<file path="config.mk">
export PLATFORM = sky130hd
export DESIGN_NAME = sbd_serial_port
export DESIGN_NICKNAME = d
export VERILOG_FILES = /design/src/core/sbd_pkg.sv /design/src/core/sbd_serial_port.sv
export SDC_FILE = /design/constraint.sdc
export NUM_CORES = 1
export LEC_CHECK = 0
export ABC_AREA = 1
export BUFFER_PORTS_ARGS = -buffer_cell sky130_fd_sc_hd__buf_2
export CORE_MARGIN = 4
export CORE_UTILIZATION = 50
export CTS_CLUSTER_DIAMETER = 80
export DETAILED_ROUTE_END_ITERATION = 16
export MAX_ROUTING_LAYER = met4
export PLACE_DENSITY = 0.69
export REMOVE_ABC_BUFFERS = 1
export SYNTH_ARGS = -nofsm -noshare
export SYNTH_HDL_FRONTEND = slang
export SYNTH_SLANG_ARGS = --single-unit
</file>
<file path="constraint.sdc">
create_clock -name sys_clk -period 10.7 [get_ports sys_clk]
set_clock_uncertainty 0.05 [all_clocks]
set_input_delay 2.14 -clock sys_clk [delete_from_list [all_inputs] [get_ports sys_clk]]
set_output_delay 2.14 -clock sys_clk [all_outputs]
set_load 0.02 [all_outputs]
</file>
<file path="src/core/sbd_pkg.sv">
// Purpose: shared constants and types of the serial port baud and data block
// Assumes: word-indexed APB map, byte address is four times the index
// Notes: oversampling figures are ticks of the baud counter per bit
package sbd_pkg;

  // Register indices, byte address = index * 4
  localparam logic [11:0] IDX_RX_DATA = 12'hF98;
  localparam logic [11:0] IDX_TX_DATA = 12'hF99;
  localparam logic [11:0] IDX_DIV_LO = 12'hF9A;
  localparam logic [11:0] IDX_DIV_HI = 12'hF9B;
  localparam logic [11:0] IDX_BAUD_CTL = 12'hF9E;
  localparam logic [11:0] IDX_IRQ_STAT = 12'hFA0;
  localparam logic [11:0] IDX_IRQ_EN = 12'hFA1;
  localparam logic [11:0] IDX_IRQ_CLR = 12'hFA2;
  localparam logic [11:0] IDX_PORT_CTL = 12'hFA3;

  // Baud control field positions
  localparam int BC_OVF = 7;
  localparam int BC_IDLE = 6;
  localparam int BC_POL = 4;
  localparam int BC_WIDE = 3;
  localparam int BC_WAKE = 1;
  localparam int BC_ABD = 0;

  // Port control field positions
  localparam int PC_EN = 0;
  localparam int PC_SYNC = 1;
  localparam int PC_HS = 2;

  // Interrupt status bits
  localparam int IRQ_RX = 0;
  localparam int IRQ_TX = 1;
  localparam int IRQ_OVF = 2;
  localparam int IRQ_N = 3;

  // Reset values
  localparam logic [7:0] RST_BYTE = 8'h00;
  localparam logic [15:0] RST_DIV = 16'h0000;

  // Ticks per bit and auto-baud scaling (log2 of 8 bit times)
  localparam logic [6:0] OS_FAST = 7'h04;
  localparam logic [6:0] OS_MID = 7'h10;
  localparam logic [6:0] OS_SLOW = 7'h40;
  localparam logic [3:0] ABD_SH_FAST = 4'h5;
  localparam logic [3:0] ABD_SH_MID = 4'h7;
  localparam logic [3:0] ABD_SH_SLOW = 4'h9;
  localparam int ABD_W = 25;
  localparam logic [2:0] ABD_LAST_RISE = 3'h3;
  localparam logic [2:0] LAST_BIT = 3'h7;

  typedef struct packed {
    logic autobaud_overflow_flag;
    logic polarity_edge_select;
    logic wide_divider_select;
    logic wake_on_edge_enable;
    logic autobaud_enable;
  } sbd_baud_ctl_t;

  typedef struct packed {
    logic high_speed_select;
    logic mode_sync;
    logic port_enable;
  } sbd_port_ctl_t;

  typedef enum logic [3:0] {
    R_IDLE = 4'h1,
    R_START = 4'h2,
    R_DATA = 4'h4,
    R_STOP = 4'h8
  } sbd_rx_state_t;

  typedef enum logic [3:0] {
    T_IDLE = 4'h1,
    T_START = 4'h2,
    T_DATA = 4'h4,
    T_STOP = 4'h8
  } sbd_tx_state_t;

  typedef enum logic [3:0] {
    A_IDLE = 4'h1,
    A_FALL = 4'h2,
    A_RISE = 4'h4,
    A_COUNT = 4'h8
  } sbd_abd_state_t;

endpackage

</file>
<file path="src/core/sbd_serial_port.sv">
// Purpose: baud generator, data registers, auto-baud and wake for a serial port
// Assumes: one clock sys_clk at 25 MHz, APB slave with one wait state
// Notes: sync mode is master only, full duplex on txd and rxd
`timescale 1ns/100ps
module sbd_serial_port #(
  parameter int ADDR_W = 14
) (
  input wire logic sys_clk,
  input wire logic reset_n,
  input wire logic [ADDR_W-1:0] paddr,
  input wire logic psel,
  input wire logic penable,
  input wire logic pwrite,
  input wire logic [31:0] pwdata,
  output logic [31:0] prdata,
  output logic pready,
  output logic pslverr,
  input wire logic rxd,
  output logic txd,
  output logic sclk,
  output logic sclk_oe_n,
  output logic irq
);

  localparam int IW = ADDR_W - 2;
  localparam int ABD_W_L = sbd_pkg::ABD_W;

  if (ADDR_W < 14 || ADDR_W > 32) begin : g_bad_addr_w
    $error("ADDR_W must lie between 14 and 32");
  end

  sbd_pkg::sbd_baud_ctl_t bc_r, bc_nxt;
  sbd_pkg::sbd_port_ctl_t pc_r, pc_nxt;
  sbd_pkg::sbd_rx_state_t rst_r, rst_nxt;
  sbd_pkg::sbd_tx_state_t tst_r, tst_nxt;
  sbd_pkg::sbd_abd_state_t ast_r, ast_nxt;
  logic [15:0] div_r, div_nxt, brg_r, brg_nxt, eff_div, eff_div_nxt;
  logic [7:0] rx_data_r, rx_data_nxt, tx_data_r, tx_data_nxt;
  logic [7:0] rsh_r, rsh_nxt, tsh_r, tsh_nxt, sync_byte;
  logic [6:0] ros_r, ros_nxt, tos_r, tos_nxt, os_n, os_full, os_half;
  logic [2:0] rbit_r, rbit_nxt, tbit_r, tbit_nxt, aedg_r, aedg_nxt;
  logic [ABD_W_L-1:0] acnt_r, acnt_nxt, abd_q;
  logic [3:0] abd_sh;
  logic [sbd_pkg::IRQ_N-1:0] stat_r, stat_nxt, ien_r, ien_nxt, ev;
  logic [31:0] prdata_nxt;
  logic [15:0] abd_div;
  logic [7:0] bc_rd;
  logic [IW-1:0] widx;
  logic tx_full_r, tx_full_nxt, phase_r, phase_nxt, samp_r, samp_nxt;
  logic txd_nxt, sclk_nxt, sclk_oe_n_nxt, irq_nxt, pready_nxt, pslverr_nxt;
  logic rx_s1, rx_s2, rx_d3, rx_fall, rx_rise, rx_lvl;
  logic tick, div_wr, async_on, rx_norm, rx_async_ev, sync_done, tx_load;
  logic wake_hit, abd_start, abd_done, abd_ovf, wr_en, rd_en, hit;

  // Pin synchroniser; only rx_s2 and later stages feed logic
  always_ff @(posedge sys_clk or negedge reset_n) begin
    if (!reset_n) begin
      rx_s1 <= 1'b1;
      rx_s2 <= 1'b1;
      rx_d3 <= 1'b1;
    end else begin
      rx_s1 <= rxd;
      rx_s2 <= rx_s1;
      rx_d3 <= rx_s2;
    end
  end

  assign rx_lvl = rx_s2;
  assign rx_fall = rx_d3 & ~rx_s2;
  assign rx_rise = ~rx_d3 & rx_s2;
  assign async_on = pc_r.port_enable & ~pc_r.mode_sync;
  assign rx_norm = async_on & ~bc_r.wake_on_edge_enable & ~bc_r.autobaud_enable;
  assign wake_hit = async_on & bc_r.wake_on_edge_enable & rx_fall;

  // Ticks per bit from speed and width selects
  always_comb begin
    if (pc_r.high_speed_select && bc_r.wide_divider_select) begin
      os_n = sbd_pkg::OS_FAST;
      abd_sh = sbd_pkg::ABD_SH_FAST;
    end else if (pc_r.high_speed_select || bc_r.wide_divider_select) begin
      os_n = sbd_pkg::OS_MID;
      abd_sh = sbd_pkg::ABD_SH_MID;
    end else begin
      os_n = sbd_pkg::OS_SLOW;
      abd_sh = sbd_pkg::ABD_SH_SLOW;
    end
    os_full = os_n - 7'h01;
    os_half = (os_n >> 1) - 7'h01;
  end

  // Baud counter
  always_comb begin
    eff_div = bc_r.wide_divider_select ? div_r : {8'h00, div_r[7:0]};
    eff_div_nxt = bc_r.wide_divider_select ? div_nxt : {8'h00, div_nxt[7:0]};
    tick = pc_r.port_enable & ~div_wr & (brg_r == 16'h0000);
    if (!pc_r.port_enable || div_wr) begin
      brg_nxt = eff_div_nxt;
    end else if (brg_r == 16'h0000) begin
      brg_nxt = eff_div;
    end else begin
      brg_nxt = brg_r - 16'h0001;
    end
  end

  always_ff @(posedge sys_clk or negedge reset_n) begin
    if (!reset_n) begin
      brg_r <= sbd_pkg::RST_DIV;
    end else begin
      brg_r <= brg_nxt;
    end
  end

  // Async receiver
  always_comb begin
    rst_nxt = rst_r;
    ros_nxt = ros_r;
    rbit_nxt = rbit_r;
    rsh_nxt = rsh_r;
    rx_data_nxt = rx_data_r;
    rx_async_ev = 1'b0;
    if (!rx_norm) begin
      rst_nxt = sbd_pkg::R_IDLE;
    end else begin
      case (rst_r)
        sbd_pkg::R_IDLE: begin
          if (rx_fall) begin
            rst_nxt = sbd_pkg::R_START;
            ros_nxt = 7'h00;
          end
        end
        sbd_pkg::R_START: begin
          if (tick && ros_r == os_half) begin
            ros_nxt = 7'h00;
            rbit_nxt = 3'h0;
            // Glitch shorter than half a bit is not a start
            rst_nxt = rx_lvl ? sbd_pkg::R_IDLE : sbd_pkg::R_DATA;
          end else if (tick) begin
            ros_nxt = ros_r + 7'h01;
          end
        end
        sbd_pkg::R_DATA: begin
          if (tick && ros_r == os_full) begin
            ros_nxt = 7'h00;
            rsh_nxt = {rx_lvl, rsh_r[7:1]};
            rbit_nxt = rbit_r + 3'h1;
            if (rbit_r == sbd_pkg::LAST_BIT) begin
              rst_nxt = sbd_pkg::R_STOP;
            end
          end else if (tick) begin
            ros_nxt = ros_r + 7'h01;
          end
        end
        sbd_pkg::R_STOP: begin
          if (tick && ros_r == os_full) begin
            rx_data_nxt = rsh_r;
            rx_async_ev = 1'b1;
            rst_nxt = sbd_pkg::R_IDLE;
          end else if (tick) begin
            ros_nxt = ros_r + 7'h01;
          end
        end
        default: rst_nxt = sbd_pkg::R_IDLE;
      endcase
    end
    if (sync_done) begin
      rx_data_nxt = sync_byte;
    end
  end

  always_ff @(posedge sys_clk or negedge reset_n) begin
    if (!reset_n) begin
      rst_r <= sbd_pkg::R_IDLE;
      ros_r <= 7'h00;
      rbit_r <= 3'h0;
      rsh_r <= sbd_pkg::RST_BYTE;
      rx_data_r <= sbd_pkg::RST_BYTE;
    end else begin
      rst_r <= rst_nxt;
      ros_r <= ros_nxt;
      rbit_r <= rbit_nxt;
      rsh_r <= rsh_nxt;
      rx_data_r <= rx_data_nxt;
    end
  end

  // Transmitter; in sync mode also shifts the received byte in
  assign sync_byte = {samp_r, tsh_r[7:1]};

  always_comb begin
    tst_nxt = tst_r;
    tos_nxt = tos_r;
    tbit_nxt = tbit_r;
    tsh_nxt = tsh_r;
    phase_nxt = phase_r;
    samp_nxt = samp_r;
    txd_nxt = txd;
    tx_load = 1'b0;
    sync_done = 1'b0;
    if (!pc_r.port_enable) begin
      tst_nxt = sbd_pkg::T_IDLE;
      phase_nxt = 1'b0;
      txd_nxt = ~bc_r.polarity_edge_select;
    end else begin
      case (tst_r)
        sbd_pkg::T_IDLE: begin
          phase_nxt = 1'b0;
          if (!pc_r.mode_sync) begin
            txd_nxt = ~bc_r.polarity_edge_select;
          end
          if (tx_full_r) begin
            tx_load = 1'b1;
            tsh_nxt = tx_data_r;
            tos_nxt = 7'h00;
            tbit_nxt = 3'h0;
            tst_nxt = pc_r.mode_sync ? sbd_pkg::T_DATA : sbd_pkg::T_START;
          end
        end
        sbd_pkg::T_START: begin
          txd_nxt = bc_r.polarity_edge_select;
          if (tick && tos_r == os_full) begin
            tos_nxt = 7'h00;
            tst_nxt = sbd_pkg::T_DATA;
          end else if (tick) begin
            tos_nxt = tos_r + 7'h01;
          end
        end
        sbd_pkg::T_DATA: begin
          if (pc_r.mode_sync) begin
            txd_nxt = tsh_r[0];
            if (tick && !phase_r) begin
              phase_nxt = 1'b1;
              samp_nxt = rx_lvl;
            end else if (tick) begin
              phase_nxt = 1'b0;
              tsh_nxt = sync_byte;
              tbit_nxt = tbit_r + 3'h1;
              if (tbit_r == sbd_pkg::LAST_BIT) begin
                sync_done = 1'b1;
                tst_nxt = sbd_pkg::T_IDLE;
              end
            end
          end else begin
            txd_nxt = tsh_r[0] ^ bc_r.polarity_edge_select;
            if (tick && tos_r == os_full) begin
              tos_nxt = 7'h00;
              tsh_nxt = {1'b0, tsh_r[7:1]};
              tbit_nxt = tbit_r + 3'h1;
              if (tbit_r == sbd_pkg::LAST_BIT) begin
                tst_nxt = sbd_pkg::T_STOP;
              end
            end else if (tick) begin
              tos_nxt = tos_r + 7'h01;
            end
          end
        end
        sbd_pkg::T_STOP: begin
          txd_nxt = ~bc_r.polarity_edge_select;
          if (tick && tos_r == os_full) begin
            tst_nxt = sbd_pkg::T_IDLE;
          end else if (tick) begin
            tos_nxt = tos_r + 7'h01;
          end
        end
        default: tst_nxt = sbd_pkg::T_IDLE;
      endcase
    end
    // Leading edge is the sample edge: rising when polarity is one
    sclk_nxt = ~bc_r.polarity_edge_select ^ (pc_r.mode_sync & phase_nxt);
    sclk_oe_n_nxt = ~(pc_r.port_enable & pc_r.mode_sync);
  end

  always_ff @(posedge sys_clk or negedge reset_n) begin
    if (!reset_n) begin
      tst_r <= sbd_pkg::T_IDLE;
      tos_r <= 7'h00;
      tbit_r <= 3'h0;
      tsh_r <= sbd_pkg::RST_BYTE;
      phase_r <= 1'b0;
      samp_r <= 1'b0;
      txd <= 1'b1;
      sclk <= 1'b1;
      sclk_oe_n <= 1'b1;
    end else begin
      tst_r <= tst_nxt;
      tos_r <= tos_nxt;
      tbit_r <= tbit_nxt;
      tsh_r <= tsh_nxt;
      phase_r <= phase_nxt;
      samp_r <= samp_nxt;
      txd <= txd_nxt;
      sclk <= sclk_nxt;
      sclk_oe_n <= sclk_oe_n_nxt;
    end
  end

  // Auto-baud: times eight bit periods of a 0x55 character
  always_comb begin
    ast_nxt = ast_r;
    acnt_nxt = acnt_r;
    aedg_nxt = aedg_r;
    abd_start = 1'b0;
    abd_done = 1'b0;
    abd_ovf = 1'b0;
    abd_q = acnt_r >> abd_sh;
    abd_div = (abd_q == '0) ? 16'h0000 : 16'(abd_q - ABD_W_L'(1));
    if (!(async_on && bc_r.autobaud_enable)) begin
      ast_nxt = sbd_pkg::A_IDLE;
    end else begin
      case (ast_r)
        sbd_pkg::A_IDLE: begin
          abd_start = 1'b1;
          ast_nxt = sbd_pkg::A_FALL;
        end
        sbd_pkg::A_FALL: begin
          if (rx_fall) begin
            ast_nxt = sbd_pkg::A_RISE;
          end
        end
        sbd_pkg::A_RISE: begin
          if (rx_rise) begin
            acnt_nxt = '0;
            aedg_nxt = 3'h0;
            ast_nxt = sbd_pkg::A_COUNT;
          end
        end
        sbd_pkg::A_COUNT: begin
          acnt_nxt = acnt_r + ABD_W_L'(1);
          if (&acnt_r) begin
            abd_ovf = 1'b1;
            ast_nxt = sbd_pkg::A_IDLE;
          end else if (rx_rise && aedg_r == sbd_pkg::ABD_LAST_RISE) begin
            ast_nxt = sbd_pkg::A_IDLE;
            // Result too big for the selected counter width
            if (abd_q > (bc_r.wide_divider_select ? ABD_W_L'(32'h10000) : ABD_W_L'(32'h100))) begin
              abd_ovf = 1'b1;
            end else begin
              abd_done = 1'b1;
            end
          end else if (rx_rise) begin
            aedg_nxt = aedg_r + 3'h1;
          end
        end
        default: ast_nxt = sbd_pkg::A_IDLE;
      endcase
    end
  end

  always_ff @(posedge sys_clk or negedge reset_n) begin
    if (!reset_n) begin
      ast_r <= sbd_pkg::A_IDLE;
      acnt_r <= '0;
      aedg_r <= 3'h0;
    end else begin
      ast_r <= ast_nxt;
      acnt_r <= acnt_nxt;
      aedg_r <= aedg_nxt;
    end
  end

  // Register file and APB slave
  assign widx = paddr[ADDR_W-1:2];
  assign wr_en = psel & penable & pready & pwrite;
  assign rd_en = psel & penable & pready & ~pwrite;

  always_comb begin
    bc_nxt = bc_r;
    pc_nxt = pc_r;
    div_nxt = div_r;
    tx_data_nxt = tx_data_r;
    tx_full_nxt = tx_full_r & ~tx_load;
    ien_nxt = ien_r;
    stat_nxt = stat_r;
    div_wr = 1'b0;
    hit = 1'b1;
    bc_rd = 8'h00;
    prdata_nxt = prdata;
    bc_rd[sbd_pkg::BC_OVF] = bc_r.autobaud_overflow_flag;
    bc_rd[sbd_pkg::BC_IDLE] = pc_r.mode_sync | (rst_r == sbd_pkg::R_IDLE);
    bc_rd[sbd_pkg::BC_POL] = bc_r.polarity_edge_select;
    bc_rd[sbd_pkg::BC_WIDE] = bc_r.wide_divider_select;
    bc_rd[sbd_pkg::BC_WAKE] = bc_r.wake_on_edge_enable;
    bc_rd[sbd_pkg::BC_ABD] = bc_r.autobaud_enable;
    if (widx == IW'(sbd_pkg::IDX_RX_DATA)) begin
      prdata_nxt = {24'h000000, rx_data_r};
      if (rd_en) begin
        stat_nxt[sbd_pkg::IRQ_RX] = 1'b0;
      end
    end else if (widx == IW'(sbd_pkg::IDX_TX_DATA)) begin
      prdata_nxt = {24'h000000, tx_data_r};
      if (wr_en) begin
        tx_data_nxt = pwdata[7:0];
        tx_full_nxt = 1'b1;
      end
    end else if (widx == IW'(sbd_pkg::IDX_DIV_LO)) begin
      prdata_nxt = {24'h000000, div_r[7:0]};
      if (wr_en) begin
        div_nxt[7:0] = pwdata[7:0];
        div_wr = 1'b1;
      end
    end else if (widx == IW'(sbd_pkg::IDX_DIV_HI)) begin
      prdata_nxt = {24'h000000, div_r[15:8]};
      if (wr_en) begin
        div_nxt[15:8] = pwdata[7:0];
        div_wr = 1'b1;
      end
    end else if (widx == IW'(sbd_pkg::IDX_BAUD_CTL)) begin
      prdata_nxt = {24'h000000, bc_rd};
      if (wr_en) begin
        bc_nxt.polarity_edge_select = pwdata[sbd_pkg::BC_POL];
        bc_nxt.wide_divider_select = pwdata[sbd_pkg::BC_WIDE];
        bc_nxt.wake_on_edge_enable = pwdata[sbd_pkg::BC_WAKE];
        bc_nxt.autobaud_enable = pwdata[sbd_pkg::BC_ABD];
      end
    end else if (widx == IW'(sbd_pkg::IDX_IRQ_STAT)) begin
      prdata_nxt = {29'h00000000, stat_r};
    end else if (widx == IW'(sbd_pkg::IDX_IRQ_EN)) begin
      prdata_nxt = {29'h00000000, ien_r};
      if (wr_en) begin
        ien_nxt = pwdata[sbd_pkg::IRQ_N-1:0];
      end
    end else if (widx == IW'(sbd_pkg::IDX_IRQ_CLR)) begin
      prdata_nxt = 32'h00000000;
      if (wr_en) begin
        stat_nxt = stat_r & ~pwdata[sbd_pkg::IRQ_N-1:0];
      end
    end else if (widx == IW'(sbd_pkg::IDX_PORT_CTL)) begin
      prdata_nxt = {29'h00000000, pc_r};
      if (wr_en) begin
        pc_nxt.port_enable = pwdata[sbd_pkg::PC_EN];
        pc_nxt.mode_sync = pwdata[sbd_pkg::PC_SYNC];
        pc_nxt.high_speed_select = pwdata[sbd_pkg::PC_HS];
      end
    end else begin
      hit = 1'b0;
      prdata_nxt = 32'h00000000;
    end
    // Hardware updates follow software so they win in the same cycle
    if (abd_start) begin
      bc_nxt.autobaud_overflow_flag = 1'b0;
    end
    if (abd_done) begin
      div_nxt = abd_div;
      div_wr = 1'b1;
      bc_nxt.autobaud_enable = 1'b0;
    end
    if (abd_ovf) begin
      bc_nxt.autobaud_overflow_flag = 1'b1;
      bc_nxt.autobaud_enable = 1'b0;
    end
    if (wake_hit) begin
      bc_nxt.wake_on_edge_enable = 1'b0;
    end
    ev = '0;
    ev[sbd_pkg::IRQ_RX] = rx_async_ev | sync_done | wake_hit | abd_done;
    ev[sbd_pkg::IRQ_TX] = tx_load;
    ev[sbd_pkg::IRQ_OVF] = abd_ovf;
    stat_nxt = stat_nxt | ev;
    irq_nxt = |(stat_nxt & ien_nxt);
    pready_nxt = psel & penable & ~pready;
    pslverr_nxt = pready_nxt & ~hit;
    if (!pready_nxt) begin
      prdata_nxt = prdata;
    end
  end

  always_ff @(posedge sys_clk or negedge reset_n) begin
    if (!reset_n) begin
      bc_r <= '0;
      pc_r <= '0;
      div_r <= sbd_pkg::RST_DIV;
      tx_data_r <= sbd_pkg::RST_BYTE;
      tx_full_r <= 1'b0;
      ien_r <= '0;
      stat_r <= '0;
      prdata <= 32'h00000000;
      pready <= 1'b0;
      pslverr <= 1'b0;
      irq <= 1'b0;
    end else begin
      bc_r <= bc_nxt;
      pc_r <= pc_nxt;
      div_r <= div_nxt;
      tx_data_r <= tx_data_nxt;
      tx_full_r <= tx_full_nxt;
      ien_r <= ien_nxt;
      stat_r <= stat_nxt;
      prdata <= prdata_nxt;
      pready <= pready_nxt;
      pslverr <= pslverr_nxt;
      irq <= irq_nxt;
    end
  end

endmodule

</file>
# Word level (Yosys, flattened, before mapping)
# Cells that the tools add are included.
# classes
add_sub_neg	10
mul	0
div_mod_pow	0
order_cmp	1
n_eq_ne	67
n_shift	1
mux	172
bitwise_logic	48
reduce_logical	46
# op_table
cell	count
two-way mux 32 bit	8
two-way mux 16 bit	8
two-way mux 8 bit	14
equality test 12 bit (second input constant)	9
two-way mux 4 bit	23
two-way mux 3 bit	30
two-way mux 7 bit	12
two-way mux 1 bit	56
case mux 7 bit (4 select lines)	2
!= test 3 bit (second input constant)	18
case mux 25 bit (2 select lines)	1
case mux 4 bit (4 select lines)	3
subtractor 16 x 1 -> 16 bit (second input constant)	2
!= test 2 bit (second input constant)	15
AND reduction 6 bit	5
adder 25 x 1 -> 25 bit (second input constant)	1
> comparator 25 x 17 -> 1 bit	1
zero test 25 bit	1
two-way mux 25 bit	1
AND reduction 25 bit	1
>> shifter 25 x 4 -> 25 bit	1
!= test 4 bit (second input constant)	6
equality test 7 bit	3
inverter 1 bit	20
37 further kinds	104
# totals
register_bits	182
latchBits	0
mem_bits_rw	0
mem_bits_ro	0
output_inout_bits	38
elab_cells	383
n_memories	0

# Logic depth before layout (Yosys ltp)
# logic_depth
word_depth	25
depth_mapped	26

# Worst setup path after synthesis
# Ideal clock, no wire load.
# synth_path
kind	input -> register
startpoint	in paddr[9]
endpoint	reg rx_data_r[0]
arrival_time_ps	4080
setup_slack_ps	6494
path_stages	15
path_buffers	0
path_cell_list	inv_1 -> nor2_1 -> nand3_1 -> nor3_2 -> a31oi_1 -> nand2_8 -> nor2_8 -> ha_1 -> nor4_1 -> nand2_2 -> inv_1 -> nand2_1 -> nand2_1 -> nand2_1 -> o21ai_1
# synth_via
elab_chain_len	16
word_cells_on_any_way	24
cone_classes	eq/ne (4); mux (11); bitwise (3); reduce/logical (6)
# synth_rtl
element	line_no	text
start: declaration	sbd_serial_port.sv:10	input wire logic [ADDR_W-1:0] paddr,
equality test 12 bit	sbd_serial_port.sv:400	end else if (widx == IW'(sbd_pkg::IDX_DIV_HI)) begin
two-way mux 1 bit	sbd_serial_port.sv:400	
two-way mux 1 bit	sbd_serial_port.sv:394	end else if (widx == IW'(sbd_pkg::IDX_DIV_LO)) begin
two-way mux 1 bit	sbd_serial_port.sv:388	end else if (widx == IW'(sbd_pkg::IDX_TX_DATA)) begin
two-way mux 1 bit (*)	sbd_serial_port.sv:383	if (widx == IW'(sbd_pkg::IDX_RX_DATA)) begin
two-way mux 1 bit (*)	sbd_serial_port.sv:441	if (abd_done) begin
inverter 1 bit (*)	sbd_serial_port.sv:95	tick = pc_r.port_enable & ~div_wr & (brg_r == 16'h0000);
bitwise AND 1 bit (*) (2 in a row)	sbd_serial_port.sv:95	
two-way mux 1 bit or logical AND 1 bit (tied branches)	sbd_serial_port.sv:233, sbd_serial_port.sv:230	
two-way mux 1 bit	sbd_serial_port.sv:230	if (tick && !phase_r) begin
two-way mux 1 bit	sbd_serial_port.sv:228	if (pc_r.mode_sync) begin
two-way mux 1 bit	sbd_serial_port.sv:204	case (tst_r)
two-way mux 1 bit	sbd_serial_port.sv:199	if (!pc_r.port_enable) begin
nonzero test 2 bit (no line)	n/a	
AND reduction 3 bit (no line)	n/a	
end signal: assignment	sbd_serial_port.sv:176	rx_data_r <= sbd_pkg::RST_BYTE;
end signal: assignment	sbd_serial_port.sv:182	rx_data_r <= rx_data_nxt;
end: declaration	sbd_serial_port.sv:38	logic [7:0] rx_data_r, rx_data_nxt, tx_data_r, tx_data_nxt;
# Mark *: on every way between the ends. The rest lies on a longest branch, timed or not.
# A chain may end at the register's enable or synchronous reset.

# Final worst setup path
# layout_path
startpoint	reg bc_r[2] (netlist name)
endpoint	reg tsh_r[1]
# layout_via
elab_chain_len	17
word_cells_on_any_way	26
cone_classes	add/sub (1); order compare (1); eq/ne (4); shift (1); mux (11); bitwise (3); reduce/logical (5)
# layout_rtl
element	line_no	text
start: declaration	sbd_serial_port.sv:32	sbd_pkg::sbd_baud_ctl_t bc_r, bc_nxt;
start signal: assignment	sbd_serial_port.sv:480	bc_r <= bc_nxt;
logical OR 1 bit	sbd_serial_port.sv:80	end else if (pc_r.high_speed_select || bc_r.wide_divider_select) begin
two-way mux 4 bit	sbd_serial_port.sv:80	
two-way mux 4 bit	sbd_serial_port.sv:77	if (pc_r.high_speed_select && bc_r.wide_divider_select) begin
>> shifter 25 x 4 -> 25 bit	sbd_serial_port.sv:304	abd_q = acnt_r >> abd_sh;
> comparator 25 x 17 -> 1 bit	sbd_serial_port.sv:334	if (abd_q > (bc_r.wide_divider_select ? ABD_W_L'(32'h10000) : ABD_W_L'(32'h100))) begin
two-way mux 1 bit	sbd_serial_port.sv:334	
two-way mux 1 bit	sbd_serial_port.sv:331	end else if (rx_rise && aedg_r == sbd_pkg::ABD_LAST_RISE) begin
two-way mux 1 bit	sbd_serial_port.sv:328	if (&acnt_r) begin
two-way mux 1 bit	sbd_serial_port.sv:309	case (ast_r)
two-way mux 1 bit	sbd_serial_port.sv:306	if (!(async_on && bc_r.autobaud_enable)) begin
two-way mux 1 bit	sbd_serial_port.sv:441	
inverter 1 bit	sbd_serial_port.sv:95	
bitwise AND 1 bit (2 in a row)	sbd_serial_port.sv:95	
logical AND 1 bit, on equally long branches	sbd_serial_port.sv:230, sbd_serial_port.sv:244	
!= test 3 bit (no line)	n/a	
AND reduction 6 bit (no line) (*)	n/a	
end signal: assignment	sbd_serial_port.sv:277	tsh_r <= sbd_pkg::RST_BYTE;
end signal: assignment	sbd_serial_port.sv:287	tsh_r <= tsh_nxt;
end: declaration	sbd_serial_port.sv:39	logic [7:0] rsh_r, rsh_nxt, tsh_r, tsh_nxt, sync_byte;
# Marked as above.

==> impl_metrics.py <==
metrics = {
    "pwr": {
        "fin_total_pwr_w": 0.001311,
        "comb_power_frac": 0.039,
        "p_int_w": 0.0009896,
        "power_leakage_nw": 5.676,
        "pwr-share-seq": 0.461,
        "power.share.clock": 0.500,
        "proportion_of_total_power_due_to_net_switching": 0.2454,
        "irDropWorstVdd_mv": 0.08592,
        "cellPowerDensity_mw_per_mm2": 114.9,
        "switchingPower_w": 0.0003218,
    },
    "clocking": {
        "cts_tree": "built",
        "ctsResizeCount": 0,
        "cts_inserted_buffers": 17,
        "max-clock-path-buffers": 2,
        "worst_skew_pair.late_latency_ns": 0.43,
        "holdBufCountCts": 0,
        "cts.htree.levels": 4,
        "clock_sink_count": 158,
        "clk_pin_slew_ns": 0.07,
        "post-cts-setup-buffers": 0,
        "cts.root.buffer_cell": "sky130_fd_sc_hd__clkbuf_16",
    },
    "synthesis": {
        "yosys.cell_types.count": 65,
        "synth_top_flop_cell": "sky130_fd_sc_hd__dfrtp_1",
        "async_flop_share": 1.000,
        "edff_count_synth": 0,
        "ys_warn_count": 0,
        "synthDominantCellAreaShare": 0.3557,
        "area_contributors_post_synth": "sky130_fd_sc_hd__dfrtp_1 (36%), sky130_fd_sc_hd__nand2_1 (13%), sky130_fd_sc_hd__inv_1 (6.3%), sky130_fd_sc_hd__nand3_1 (5.7%), sky130_fd_sc_hd__nor2_1 (4.2%)",
        "syn-instance-count": 1441,
        "postSynthRegisterBits": 158,
        "cell_type_with_the_highest_aggregate_area_in_the_netlist": "sky130_fd_sc_hd__dfrtp_1",
        "syn_area_per_cell_um2": 7.274,
        "synth_sequential_area_ratio": 0.3783,
        "synth_area_mm2": 0.01048,
    },
    "critical_path": {
        "worstPathMaxFanout": 26,
        "timing.critical_path.slowest_stage_cell": "sky130_fd_sc_hd__ha_1",
        "worstPathCellList": "inv_1 > ha_1 > inv_4 > nand2_1 > nand2_1 > o21ai_1 > nor2_1 > a31oi_2 > ha_1 > nand4_1 > nor2_1 > nand3_2 > nand2_2 > nand3_4 > nand2_8 > nor2_8 > ha_1 > inv_1 > nand2_1 > nand2_1 > nand3_2 > nand2_1 > o21ai_2",
        "worst_r2r_startpoint": "bc_r[2]$_DFFE_PN0P_",
        "reg2reg_depth": 23,
        "ff2ff_setup_slack_ns": 5.43,
        "crit_path_frequent_cell": "sky130_fd_sc_hd__nand2_1",
        "critPathArrivalTime_ns": 5.52,
        "r2r_end": "tsh_r[1]$_DFFE_PN0P_",
        "critPathLaunchType": "flop",
        "critPathRequiredTime_ns": 10.95,
        "worst-setup-path-type": "reg -> reg",
        "critPathCaptureType": "flop",
        "slowest_delay_ns": 0.90,
    },
    "min_path": {
        "holdPathStages": 0,
        "min_to": "rx_lvl$_DFF_PN1_",
        "hold_sp": "rx_s1$_DFF_PN1_",
        "holdCritPathClass": "reg -> reg",
    },
    "finish": {
        "diodes": 0,
        "post-route-util": 0.5586,
        "nNetsFinal": 1544,
        "synth_to_layout_area_growth_pct": 8.869,
        "drive_gt1_frac": 0.1048,
    },
    "global_routing": {
        "vias_in_the_first_global_route": 9119,
        "grt.total_usage": 0.2575,
        "wire_length_of_the_first_global_routing_pass_um": 47670,
        "grt_use_met1": 0.3579,
        "use_met2": 0.3964,
        "grt-ovfl-total": 0,
        "number_of_antenna_violations_at_the_first_check_in_global_routing": 0,
        "top_usage_layer": "met2",
        "met3_layer_usage_reported_by_global_route": 0.04544,
        "grt_start_max_net_pins": 104,
    },
    "route": {
        "route.vias.total": 9761,
        "antenna_left": 0,
        "drtPass1Iterations": 6,
        "drt_first_iter_violations": 853,
        "via_per_inst": 5.552,
        "avgRoutedWirePerCell_um": 16.76,
        "post-route-drc-count": 0,
        "totalWireLength_um": 29470,
    },
    "timing": {
        "rsz0062_at_grt": "no",
        "timing.final.crit_share": 0.4926,
        "finalSetupViolations": 0,
        "max_slew_margin": 0.3555,
        "transition_time_of_the_tightest_slew_check_pin_ns": 0.9667,
        "final_layout_setup_total_negative_slack_ns": 0,
        "fin_hold_ws_ns": 0.3103,
        "finalMaxSlewViolations": 0,
        "layout_setup_ws_ns": 5.429,
        "final.min_clock_period_ns": 5.271,
        "hold_viol": 0,
        "maxClockFrequency_mhz": 189.7,
    },
    "die": {
        "die_h_um": 152.8,
        "number_of_top_level_pins": 90,
        "die-width_um": 152.8,
        "die_area_mm2": 0.02335,
        "rows": 52,
        "floorplan.initialDensity": 0.5131,
        "design.core.area_mm2": 0.02043,
    },
    "status": {
        "run_status": "complete, no violations",
    },
    "placed_design": {
        "worst_case_setup_slack_after_placement_ns": 5.583,
        "dp.final_hpwl_um": 22180,
        "numPortBuffers": 39,
        "gp_routability_congestion": 0.9986,
    },
    "flow_run": {
        "drv_cap": 0,
    },
}
[through the flow]
stage                     cell area [µm²]  instances
after floorplan                     10200       1412
after global placement              10780       1726
after detailed placement            10780       1726
after CTS                           11410       1758
after global routing                11410       1758
final                               11410       1758
[sequential cells by signal, indices dropped and copies added (netlist names), 3 cells and up]
name and count:
acnt_r 25, aedg_r 3, ast_r 4, bc_r 5, brg_r 16, div_r 16
ien_r 3, pc_r 3, prdata 8, rbit_r 3, ros_r 7, rsh_r 8
rst_r 4, rx_data_r 8, stat_r 3, tbit_r 3, tos_r 7, tsh_r 8
tst_r 4, tx_data_r 8
[cells in the final DEF, fill, tap and decap left out, drive strengths merged, types with 4 or more instances in the layout]
master     n
conb      24
clkinv     4
a21oi     48
clkbuf    18
nor3      44
a221oi     8
xnor2     10
xor2      22
nand4     29
o211ai    15
mux2i      8
nor4      15
a31oi     12
buf       44
nand2    392
nor2     131
dfstp      9
o221ai     4
inv      188
o21ai    122
a211oi     5
nand3    124
dfrtp    149
o2111ai    4
o22ai      9
ha        17
[cell type report]
| cell class | count | area [µm²] |
|---|---|---|
| Clock buffer | 18 | 429.2 |
| Clock inverter | 14 | 198.9 |
| Fill cell | 1996 | 9017 |
| Inverter | 183 | 689.4 |
| Multi-Input combinational cell | 1071 | 5553 |
| Sequential cell | 158 | 3965 |
| Tap cell | 270 | 337.8 |
| Timing Repair Buffer | 44 | 239.0 |
[critical path, delay by kind of cell, from the launching register on]
kind                       cells  cell delay, ns
AOI/OAI and AO/OA              3            0.60
buffers and inverters          3            0.59
and+or+nand+nor               14            2.13
adders and majority gates      3            1.31
DFF                            1            0.45
[worst max-delay path by stage]
stage | depth (start not counted) | slack, ns | to | startpoint
after floorplan | 23 | 6.28 | tbit_r[0]$_DFFE_PN0P_ | bc_r[2]$_DFFE_PN0P_
after global placement | 23 | 5.61 | tsh_r[1]$_DFFE_PN0P_ | bc_r[2]$_DFFE_PN0P_
after detailed placement | 23 | 5.58 | tsh_r[1]$_DFFE_PN0P_ | bc_r[2]$_DFFE_PN0P_
after CTS | 23 | 5.55 | tsh_r[1]$_DFFE_PN0P_ | bc_r[2]$_DFFE_PN0P_
after global routing | 23 | 5.00 | tsh_r[3]$_DFFE_PN0P_ | bc_r[2]$_DFFE_PN0P_
final | 23 | 5.43 | tsh_r[1]$_DFFE_PN0P_ | bc_r[2]$_DFFE_PN0P_
[cell usage after synthesis (9+ instances only)]
cell type                  count
sky130_fd_sc_hd__o211ai_1     14
sky130_fd_sc_hd__xor2_1       22
sky130_fd_sc_hd__a21oi_1      47
sky130_fd_sc_hd__buf_2        11
sky130_fd_sc_hd__nand2_1     377
sky130_fd_sc_hd__nor3_1       38
sky130_fd_sc_hd__dfstp_2       9
sky130_fd_sc_hd__inv_1       176
sky130_fd_sc_hd__buf_4        28
sky130_fd_sc_hd__nand3_1     119
sky130_fd_sc_hd__xnor2_1      10
sky130_fd_sc_hd__a31oi_1      11
sky130_fd_sc_hd__o21ai_0      83
sky130_fd_sc_hd__nor2_1      117
sky130_fd_sc_hd__dfrtp_1     149
sky130_fd_sc_hd__nand2_2      12
sky130_fd_sc_hd__nor4_1       15
sky130_fd_sc_hd__ha_1         17
sky130_fd_sc_hd__o22ai_1       9
sky130_fd_sc_hd__o21ai_2      14
sky130_fd_sc_hd__o21ai_1      25
sky130_fd_sc_hd__nand4_1      27
[power by group through the flow]
stage / sequential (W) / clock (W) / combinational [W]
floorplan: 0.000619 / 0 / 0.0000188
CTS: 0.000604 / 0.000665 / 0.0000519
global placement: 0.000616 / 0 / 0.0000515
global route: 0.000604 / 0.000689 / 0.0000569
detailed placement: 0.000616 / 0 / 0.0000518
finish: 0.000604 / 0.000656 / 0.0000514
[metal layers]
| layer | part of all wire | up-vias |
|---|---|---|
| met4 | 0.016 | 0 |
| met5 | 0 | - |
| met1 | 0.46 | 4602 |
| met3 | 0.065 | 35 |
| met2 | 0.46 | 314 |
| li1 | - | 4810 |
[cells by family (layout without fill, tap and decap cells)]
group,count (synthesis),after routing,share of synthesized area
simple gates,742,742,0.3211
compound gates,247,247,0.1438
buf+inv,235,259,0.1007
flops,158,158,0.3783
xor+xnor,32,32,0.02674
fa+ha+maj,17,17,0.02029
mux,9,9,0.008714
other cells,1,24,0.0003577
No activity file was read; power rests on OpenSTA's default activity.
